==> src/verilog/scp_regs.vh <==
`ifndef SCP_REGS_VH
`define SCP_REGS_VH
// ******************************
// header fields
// ******************************
`define SCP_HDR_RW 7
`define SCP_HDR_BURST 6
`define SCP_ADDR_W 6
// ******************************
// address map
// ******************************
`define SCP_CMD_LO 6'h30
`define SCP_CMD_HI 6'h3d
`define SCP_FIFO_ADDR 6'h3f
`define SCP_PWD_ADDR 6'h39
`define SCP_OSCILLATOR_OFF_STATE_ADDR 6'h38
// ******************************
// buffer
// ******************************
`define SCP_FIFO_DEPTH 64
`define SCP_FIFO_FULL 7'h40
`define SCP_FIFO_AW 6
`define SCP_CNT_W 7
`define SCP_FREE_SAT 7'h0f
`define SCP_BIT_LAST 3'h7
`define SCP_SKID_DEPTH 2'h2
`endif

==> src/verilog/scp_serial_config_port.v <==
`timescale 1ns/100ps
`include "scp_regs.vh"
module scp_serial_config_port (
    // clock and reset
    input wire ref_clk,
    input wire rst_b,
    // serial pins
    input wire chip_select_low,
    input wire sclk,
    input wire si,
    output reg so,
    output wire so_oe_b,
    // core status
    input wire core_ready,
    input wire [2:0] main_state,
    // register access
    output reg reg_wr,
    output reg reg_rd,
    output reg [5:0] reg_addr,
    output reg [7:0] reg_wdata,
    input wire [7:0] reg_rdata,
    // strobes
    output reg strobe,
    output reg [5:0] strobe_addr,
    // transmit buffer drain
    output wire tx_valid,
    output reg [7:0] tx_data,
    input wire tx_ready,
    input wire tx_flush
);

// ******************************
// synchronisers
// ******************************
reg [1:0] cs_s;
reg [1:0] ck_s;
reg [1:0] si_s;
reg ck_d;
always @(posedge ref_clk or negedge rst_b)
begin
    if (!rst_b)
    begin
        cs_s <= 2'h3;
        ck_s <= 2'h0;
        si_s <= 2'h0;
        ck_d <= 1'b0;
    end
    else
    begin
        cs_s <= {cs_s[0], chip_select_low};
        ck_s <= {ck_s[0], sclk};
        si_s <= {si_s[0], si};
        ck_d <= ck_s[1];
    end
end
wire cs_act = ~cs_s[1];
wire rise = cs_act & ck_s[1] & ~ck_d;
wire fall = cs_act & ~ck_s[1] & ck_d;

// ******************************
// transmit buffer storage
// ******************************
reg [7:0] mem [0:`SCP_FIFO_DEPTH-1];
reg [`SCP_FIFO_AW-1:0] wp;
reg [`SCP_FIFO_AW-1:0] rp;
reg [`SCP_CNT_W-1:0] cnt;
wire [`SCP_CNT_W-1:0] free = `SCP_FIFO_FULL - cnt;
wire [3:0] free_sat = (free > `SCP_FREE_SAT) ? 4'hf : free[3:0];

// ******************************
// serial shifter
// ******************************
localparam ST_HDR = 2'h0;
localparam ST_DATA = 2'h1;
localparam ST_IDLE = 2'h2;
reg [1:0] st;
reg [2:0] bitn;
reg [7:0] sh;
reg [7:0] tx_sh;
reg rw;
reg burst;
reg [5:0] addr;
reg pend_pwd;
reg pend_oscillator_off_state;
reg fifo_wr;
reg [7:0] fifo_wd;
wire [7:0] byte_in = {sh[6:0], si_s[1]};
wire full = (cnt == `SCP_FIFO_FULL);
wire [7:0] status = {~core_ready, main_state, free_sat};
wire is_cmd = (byte_in[5:0] >= `SCP_CMD_LO) && (byte_in[5:0] <= `SCP_CMD_HI);

assign so_oe_b = ~cs_act;
always @(posedge ref_clk or negedge rst_b)
begin
    if (!rst_b)
    begin
        st <= ST_HDR;
        bitn <= 3'h0;
        sh <= 8'h00;
        tx_sh <= 8'h00;
        so <= 1'b1;
        rw <= 1'b0;
        burst <= 1'b0;
        addr <= 6'h00;
        reg_wr <= 1'b0;
        reg_rd <= 1'b0;
        reg_addr <= 6'h00;
        reg_wdata <= 8'h00;
        strobe <= 1'b0;
        strobe_addr <= 6'h00;
        pend_pwd <= 1'b0;
        pend_oscillator_off_state <= 1'b0;
        fifo_wr <= 1'b0;
        fifo_wd <= 8'h00;
    end
    else
    begin
        reg_wr <= 1'b0;
        reg_rd <= 1'b0;
        strobe <= 1'b0;
        fifo_wr <= 1'b0;
        if (!cs_act)
        begin
            // deselect ends everything; one delayed strobe fires now, pwd winning over oscillator-off state
            st <= ST_HDR;
            bitn <= 3'h0;
            so <= 1'b1;
            if (pend_pwd | pend_oscillator_off_state)
            begin
                strobe <= 1'b1;
                strobe_addr <= pend_pwd ? `SCP_PWD_ADDR : `SCP_OSCILLATOR_OFF_STATE_ADDR;
            end
            pend_pwd <= 1'b0;
            pend_oscillator_off_state <= 1'b0;
        end
        else
        begin
            if (st == ST_HDR && bitn == 3'h0 && !rise)
            begin
                so <= ~core_ready;
                tx_sh <= {status[6:0], 1'b0};
            end
            if (rise)
            begin
                sh <= byte_in;
                bitn <= bitn + 3'h1;
                if (bitn == `SCP_BIT_LAST)
                begin
                    case (st)
                    ST_HDR:
                    begin
                        rw <= byte_in[`SCP_HDR_RW];
                        burst <= byte_in[`SCP_HDR_BURST];
                        addr <= byte_in[5:0];
                        st <= ST_DATA;
                        if (!byte_in[`SCP_HDR_RW] && !byte_in[`SCP_HDR_BURST] && is_cmd)
                        begin
                            st <= ST_HDR;
                            if (byte_in[5:0] == `SCP_PWD_ADDR)
                                pend_pwd <= 1'b1;
                            else if (byte_in[5:0] == `SCP_OSCILLATOR_OFF_STATE_ADDR)
                                pend_oscillator_off_state <= 1'b1;
                            else
                            begin
                                strobe <= 1'b1;
                                strobe_addr <= byte_in[5:0];
                            end
                        end
                        else if (byte_in[`SCP_HDR_RW])
                        begin
                            reg_rd <= 1'b1;
                            reg_addr <= byte_in[5:0];
                        end
                    end
                    ST_DATA:
                    begin
                        if (addr == `SCP_FIFO_ADDR)
                        begin
                            fifo_wr <= ~rw & ~full;
                            fifo_wd <= byte_in;
                        end
                        else if (!rw)
                        begin
                            reg_wr <= 1'b1;
                            reg_addr <= addr;
                            reg_wdata <= byte_in;
                        end
                        if (burst)
                        begin
                            if (addr != `SCP_FIFO_ADDR)
                            begin
                                addr <= addr + 6'h01;
                                if (rw)
                                begin
                                    reg_rd <= 1'b1;
                                    reg_addr <= addr + 6'h01;
                                end
                            end
                        end
                        else
                            st <= ST_HDR;
                    end
                    default:
                        st <= ST_HDR;
                    endcase
                end
            end
            if (fall)
            begin
                if (bitn == 3'h0)
                begin
                    if (st == ST_DATA && rw)
                    begin
                        so <= reg_rdata[7];
                        tx_sh <= {reg_rdata[6:0], 1'b0};
                    end
                    else
                    begin
                        so <= status[7];
                        tx_sh <= {status[6:0], 1'b0};
                    end
                end
                else
                begin
                    so <= tx_sh[7];
                    tx_sh <= {tx_sh[6:0], 1'b0};
                end
            end
        end
    end
end

// ******************************
// buffer pointers and output skid
// ******************************
reg [7:0] skid [0:1];
reg [1:0] sk_n;
wire pop = (cnt != 7'h00) && (sk_n < `SCP_SKID_DEPTH) && !tx_flush;
wire deq = tx_valid & tx_ready;
assign tx_valid = (sk_n != 2'h0);
always @(posedge ref_clk)
begin
    if (fifo_wr)
        mem[wp] <= fifo_wd;
end
always @(posedge ref_clk or negedge rst_b)
begin
    if (!rst_b)
    begin
        wp <= 6'h00;
        rp <= 6'h00;
        cnt <= 7'h00;
        sk_n <= 2'h0;
        tx_data <= 8'h00;
        skid[0] <= 8'h00;
        skid[1] <= 8'h00;
    end
    else if (tx_flush)
    begin
        wp <= 6'h00;
        rp <= 6'h00;
        cnt <= 7'h00;
        sk_n <= 2'h0;
    end
    else
    begin
        if (fifo_wr)
            wp <= wp + 1'b1;
        if (pop)
            rp <= rp + 1'b1;
        cnt <= cnt + {6'h00, fifo_wr} - {6'h00, pop};
        if (deq)
        begin
            tx_data <= skid[1];
            skid[0] <= skid[1];
        end
        if (pop)
        begin
            if (sk_n == 2'h0 || (sk_n == 2'h1 && deq))
            begin
                skid[0] <= mem[rp];
                tx_data <= mem[rp];
            end
            else
                skid[1] <= mem[rp];
        end
        sk_n <= sk_n + {1'b0, pop} - {1'b0, deq};
    end
end

endmodule
==> config.mk <==
export PLATFORM = sky130hd
export DESIGN_NAME = scp_serial_config_port
export DESIGN_NICKNAME = d
export VERILOG_FILES = /design/src/verilog/scp_serial_config_port.v
export VERILOG_INCLUDE_DIRS = /design/src /design/src/verilog
export SDC_FILE = /design/constraint.sdc
export NUM_CORES = 1
export LEC_CHECK = 0
export BUFFER_PORTS_ARGS = -buffer_cell sky130_fd_sc_hd__buf_2
export CAP_MARGIN = 20
export CELL_PAD_IN_SITES_DETAIL_PLACEMENT = 0
export CELL_PAD_IN_SITES_GLOBAL_PLACEMENT = 1
export CORE_ASPECT_RATIO = 0.6
export CORE_UTILIZATION = 30
export CTS_CLUSTER_SIZE = 40
export DETAILED_ROUTE_END_ITERATION = 10
export PLACE_DENSITY_LB_ADDON = 0.1
export SYNTH_ARGS = -nofsm -noshare
export SYNTH_HDL_FRONTEND = slang
export SYNTH_SLANG_ARGS = --single-unit
==> constraint.sdc <==
create_clock -name ref_clk -period 3.2 [get_ports ref_clk]
set_input_delay 0.64 -clock ref_clk [delete_from_list [all_inputs] [get_ports ref_clk]]
set_output_delay 0.64 -clock ref_clk [all_outputs]
set_load 0.005 [all_outputs]
## Word-level counts from Yosys, hierarchy flattened

Memories as Yosys holds them, arrays and structs flattened.
Cells that the tools add are included.

- Memories: 1
- Flip-flop bits (word level): 107
- Bits of input ports: 19
- Output and inout port bits: 34
- RAM bits: 512
- Word-level logic and storage cells: 206

Memory list:

| memory | depth | bits a word | read ports | clocked after Yosys merged registers in | wr ports | line | source |
|---|---|---|---|---|---|---|---|
| mem | 64 | 8 | 1 | 0 | 1 | scp_serial_config_port.v:63 | `` reg [7:0] mem [0:`SCP_FIFO_DEPTH-1]; `` |

- $lt $le $gt $ge: 4
- Reductions and logical operators: 42
- Multiplexer cells: 90
- $add $sub $neg: 9
- Bitwise logic cells: 16
- Eq/ne operators: 16

Operator list:

| cell | number |
|---|---|
| 6-bit two-way mux | 21 |
| 8-bit two-way mux | 7 |
| 1-bit two-way mux | 49 |
| 6-bit one-hot mux with 2 select lines | 2 |
| 6-bit AND reduction | 4 |
| 2-bit nonzero test | 11 |
| 6-bit by 1-bit adder with 6-bit output, second input constant | 3 |
| 6-bit equality test, second input constant | 3 |
| 2-bit != test, second input constant | 6 |
| 2-bit two-way mux | 5 |
| 5-bit AND reduction | 2 |
| 1-bit logical AND | 9 |
| 1-bit inverter | 9 |
| 7-bit by 1-bit adder with 7-bit output | 1 |
| 7-bit equality test, second input constant | 1 |
| 7-bit by 4-bit > comparator with 1-bit output, second input constant | 1 |
| 7-bit two-way mux | 1 |
| 7-bit AND reduction | 1 |
| 7-bit nonzero test | 1 |
| 7-bit by 1-bit subtractor with 7-bit output | 1 |
| 7-bit subtractor, first input constant | 1 |
| 1-bit AND | 6 |
| 6-bit >= comparator, second input constant | 1 |
| 6-bit <= comparator, second input constant | 1 |
| 22 further kinds | 30 |

## Logic depth before layout (Yosys ltp)

- Depth after elaboration: 8
- Depth in mapped cells: 16
- Depth with buffers taken out: 16

## Worst setup path before layout

Ideal clock, no wire load.

- Path kind: register to register
- Start point: reg cnt[1]
- End point: reg cnt[6]
- Required time: 3068 ps
- Library setup time: 132 ps
- Buffers on the path: 0
- Stages on the path, launching flop included: 17
- Arrival time: 2809 ps
- Clock period less this slack: 2941 ps
- Setup slack: 259 ps
- Path through: dfrtp_1 inv_1 ha_1 and2_1 a31oi_2 and2b_1 ha_1 inv_1 ha_1 inv_1 fa_1 o21bai_1 a21oi_1 o21bai_1 a21oi_1 xnor2_1 nor2_1

- Word-level cells in the longest chain between the ends: 5
- Elaborated cells between the ends (all ways): 6
- Those cells by class: 2 x add/sub; 1 x mux; 3 x reduce/logical

RTL lines:

| element | line | source |
|---|---|---|
| start, declared | scp_serial_config_port.v:66 | `` reg [`SCP_CNT_W-1:0] cnt; `` |
| start signal, assigned | scp_serial_config_port.v:271 | `cnt <= cnt + {6'h00, fifo_wr} - {6'h00, pop};` |
| branches (longest 3 deep; another with 7-bit by 1-bit adder with 7-bit output) | -- |  |
| 7-bit by 1-bit subtractor with 7-bit output * | scp_serial_config_port.v:271 |  |
| 7-bit two-way mux * | scp_serial_config_port.v:258 | `else if (tx_flush)` |

Every way passes the cells marked *.
A chain may end at the register's enable or synchronous reset.

## Worst setup path after layout

- Start point: reg cnt[2]
- End point: reg cnt[6]

The elaborated chain is that of the path after synthesis.

==> summary.md <==
| Metric | Value |
|---|---|
| Worst hold path class | `in2reg` |
| Core area | `82400 um2` |
| Pwr dens | `685 nW/um2` |
| #FFs+latches synth | `617` |
| Slew @ Worst Pin | `1.03 ns` |
| Worst-case clock buffer depth | `3` |
| Post-Route Skew | `0.0204 ns` |
| DRT antenna net count | `0` |
| Critical path endpoint category | `register` |
| VDD IR max | `0.000469 V` |
| Die Width | `376 um` |
| Mapped Nets | `1600` |
| Area growth, synth to finish | `18.1%` |
| WL final | `69700 um` |
| Final Setup Violations | `0` |
| Initial antenna violation count | `2` |
| Setup crit start | `cnt[2]` |
| Gp weighted congestion | `0.778` |
| Final Hold Viols | `0` |
| Rows | `81` |
| GR peak layer | `met1` |
| Setup TNS | `0 ns` |
| Overall power | `20.4 mW` |
| First-pass GRT wire length | `101000 um` |
| Leakage power | `9.08 nW` |
| Initial Util | `30.6%` |
| Die area | `85300 um2` |
| Part of the power in combinational logic | `16.8%` |
| Status | `completed` |
| Hpwl dp | `46900 um` |
| GR Util met3 | `3.20%` |
| Int Power | `15.1 mW` |
| Post-Syn Instances | `1560` |
| DR vias/cell | `4.84` |
| Minimum clock period | `3.02 ns` |
| Final period util | `94.4%` |
| Clock power share | `38.4%` |
| Post-route cell area | `29800 um2` |
| Share of cells above drive strength 1 | `22.9%` |
| Worst setup path endpoint | `cnt[6]` |
| Sw Pwr | `5.35 mW` |
| Register area | `18000 um2` |
| Footprint of the multi-input gates | `6690 um2` |
| Synth top area share | `60.9%` |
| Max FO, Critical Path | `3` |
| RSZ-0062 raised after global routing | `false` |
| Synth Area in Compound Gates | `6.07%` |
| YS warnings | `0` |
| Net Sw Frac | `26.2%` |
| Slew HR | `31.3%` |
| GR Util met1 | `27.1%` |
| Top cell type by total area after synthesis | `edfxtp_1` |
| R2R cell count | `16` |
| Routed wire per std cell | `24.0 um` |
| Area contributors post-synth | `edfxtp_1 (61%), dfrtp_1 (10%), mux2i_1 (6.1%)` |
| Final nets | `1770` |
| H-Tree Depth | `2` |
| Synth cell types | `59` |
| Root buffer cell | `clkbuf_16` |
| Total CTS buffers | `59` |
| Synth Area in Adders | `1.07%` |
| Top_reg_cell synth | `edfxtp_1` |
| GR Util All Layers | `16.6%` |
| Max-cap viol count | `0` |
| Largest net degree at the start of global routing | `66` |
| Largest family of logic cells by synthesized area | `multiplexers` |
| Via count | `14000` |
| CP Launch Type | `register` |
| Placed Cells incl. Taps | `2786` |
| Filler Cell Count | `7770` |
| DRT iter0 DRCs | `1262` |
| Register-to-register setup slack | `0.18 ns` |
| GR Util met2 | `22.1%` |
| Area of placed instances | `27600 um2` |
| Max Freq | `0.331 GHz` |
| Part of the power in registers | `44.8%` |
| Vias in the first global route | `14200` |
| Total iterations of the first detailed-routing run | `5` |
| Post-synth EDFFs | `512` |
| Part of the Yosys area used for sequential elements | `71.3%` |
| Worst path required time | `3.72 ns` |
| Non-filler cells, final | `2900` |
| Critical path class | `reg2reg` |
| Pins Over Slew Limit | `0` |
| Multiplexer share of the synthesized area | `13.1%` |
| Syn avg cell area | `16.2 um2` |
| Boundary pin count | `53` |
| Post-synthesis cell area | `25200 um2` |
| # port buffers | `52` |
| Die Y | `227 um` |
| Worst-skew pair later-pin latency | `0.63 ns` |
| CTS tree | `yes` |
| Critical Path AT | `3.54 ns` |
| Clock Sink Count | `617` |
| Worst r2r dst | `cnt[6]` |
| Clock-pin slew on the worst setup and hold paths | `0.06 ns` |
| XOR/XNOR Fraction of Synth Area | `0.833%` |
| Reg2reg start | `cnt[2]` |
| Drt drc | `0` |
| Fraction of registers with async set/reset | `17.0%` |
| Synth Area in Simple Gates | `5.37%` |
| Total grt overflow | `0` |
worst min-delay path by stage:
stage,depth (start not counted),startpoint,endpoint
2_1_floorplan,0,ck_s[0],ck_s[1]
3_3_place_gp,0,si_s[0],si_s[1]
3_5_place_dp,0,si_s[0],si_s[1]
4_1_cts,1,chip_select_low,cs_s[0]
5_1_grt,1,chip_select_low,cs_s[0]
6_report,1,chip_select_low,cs_s[0]
Yosys cell counts (all sizes together) (5+ instances only):
cell type  instances
a211oi            11
a21oi             53
a22oi             33
and2               6
buf               46
clkbuf            38
dfrtp            102
edfxtp           512
ha                20
inv               28
mux2              28
mux2i            155
mux4              64
nand2             71
nand2b            13
nand3             24
nand3b             5
nor2             122
nor2b             23
nor3               8
o21ai             65
o21bai             6
o22ai             35
o31ai             18
or2                7
xnor2             15
xor2               9
registers in the layout, summed over array words and instances (netlist names), 3 cells and up:
| register | flops |
|---|---|
| strobe_addr | 6 |
| rp | 6 |
| mem | 512 |
| tx_sh | 7 |
| bitn | 3 |
| sh | 7 |
| reg_wdata | 8 |
| tx_data | 8 |
| cnt | 7 |
| addr | 6 |
| reg_addr | 6 |
| fifo_wd | 8 |
| skid | 8 |
| wp | 6 |
routing by layer:
layer / vias up / wire length (um)
met4: 0 / 928
met2: 259 / 27400
met1: 7327 / 37900
li1: 6379 / -
met3: 71 / 3510
met5: - / 0
metrics by stage:
stage | utilization, % | setup slack (ns) | hold slack (ns)
floorplan | - | 0.259 | 0.331
global placement | 33.5 | 0.124 | 0.334
detailed placement | 33.5 | 0.120 | 0.339
CTS | 36.2 | 0.0614 | 0.0473
global route | 36.2 | 0.00879 | 0.0531
finish | 36.2 | 0.180 | 0.101
cells by family after synthesis:
logic type,Yosys count
muxes,247
adders and majority gates,21
and+or+nand+nor,297
AOI/OAI and AO/OA,242
buffers and inverters,112
DFF,617
xor gates and xnor gates,24
critical path, cell delays in order (launching register included):
cell and delay (ns):
dfrtp_1 0.40, inv_1 0.11, ha_1 0.15, and2_1 0.17, a31oi_2 0.11, and2b_2 0.22
ha_1 0.26, inv_1 0.06, ha_1 0.16, inv_1 0.06, fa_1 0.43, o21bai_1 0.18
a21oi_1 0.12, o21bai_1 0.15, a21oi_1 0.09, xnor2_1 0.16, nor2_1 0.05
cell type report:
type                       instances  area share [%]
antenna                            1         0.00839
clock buffer                      73            5.37
clock inverter                    37            1.88
inverter                          28           0.353
multi-input combinational        831            22.4
sequential                       617            60.5
tap                             1120            4.70
timing repair buffer             193            4.78
cell usage in the layout (no fill, tap or decap), types with 5 or more instances in the layout:
cell       synthesis  layout
o31ai_1           18      18
xnor2_1           15      15
buf_4              7     133
clkinv_2           0      12
dfrtp_1          102      91
and2_1             6       6
a21oi_1           52      52
o21ai_1           29      29
xor2_1             9       9
mux2_2            28      28
inv_1             28      27
buf_2             27      51
or2_2              5       5
o22ai_1           32      32
bufinv_16          0      15
o21ai_0           36      36
a211oi_1          11      11
mux4_2            64      64
dfrtp_2            0       8
clkbuf_16          0      61
nand2_1           71      71
nand3b_1           5       5
nand2b_1          13      13
edfxtp_1         512     512
nor3_1             8       8
nor2_1           121     121
clkbuf_1          38       9
nand3_1           24      24
a22oi_1           33      33
mux2i_1          155     155
buf_12             0       8
nor2b_1           23      23
clkinv_1           0       7
ha_1              20      19
o21bai_1           6       6
power by group through the flow:
stage | Combinational, mW | Clock [mW] | Sequential, mW
after global routing | 3.73 | 8.35 | 9.18
final | 3.43 | 7.84 | 9.15
after floorplan | 2.48 | 0 | 9.15
after CTS | 3.48 | 8.07 | 9.16
after global placement | 3.47 | 0 | 9.32
after detailed placement | 3.46 | 0 | 9.32
timing repair:
action | 4_1_cts | 5_1_grt
gates resized for setup | 0 | 3
hold endpoints to repair | 36 | 0
buffers inserted | 0 | 2
setup endpoints to repair | 0 | 1
hold buffers | 1 | 0
Note: power is estimated with default switching activity, not from simulation.
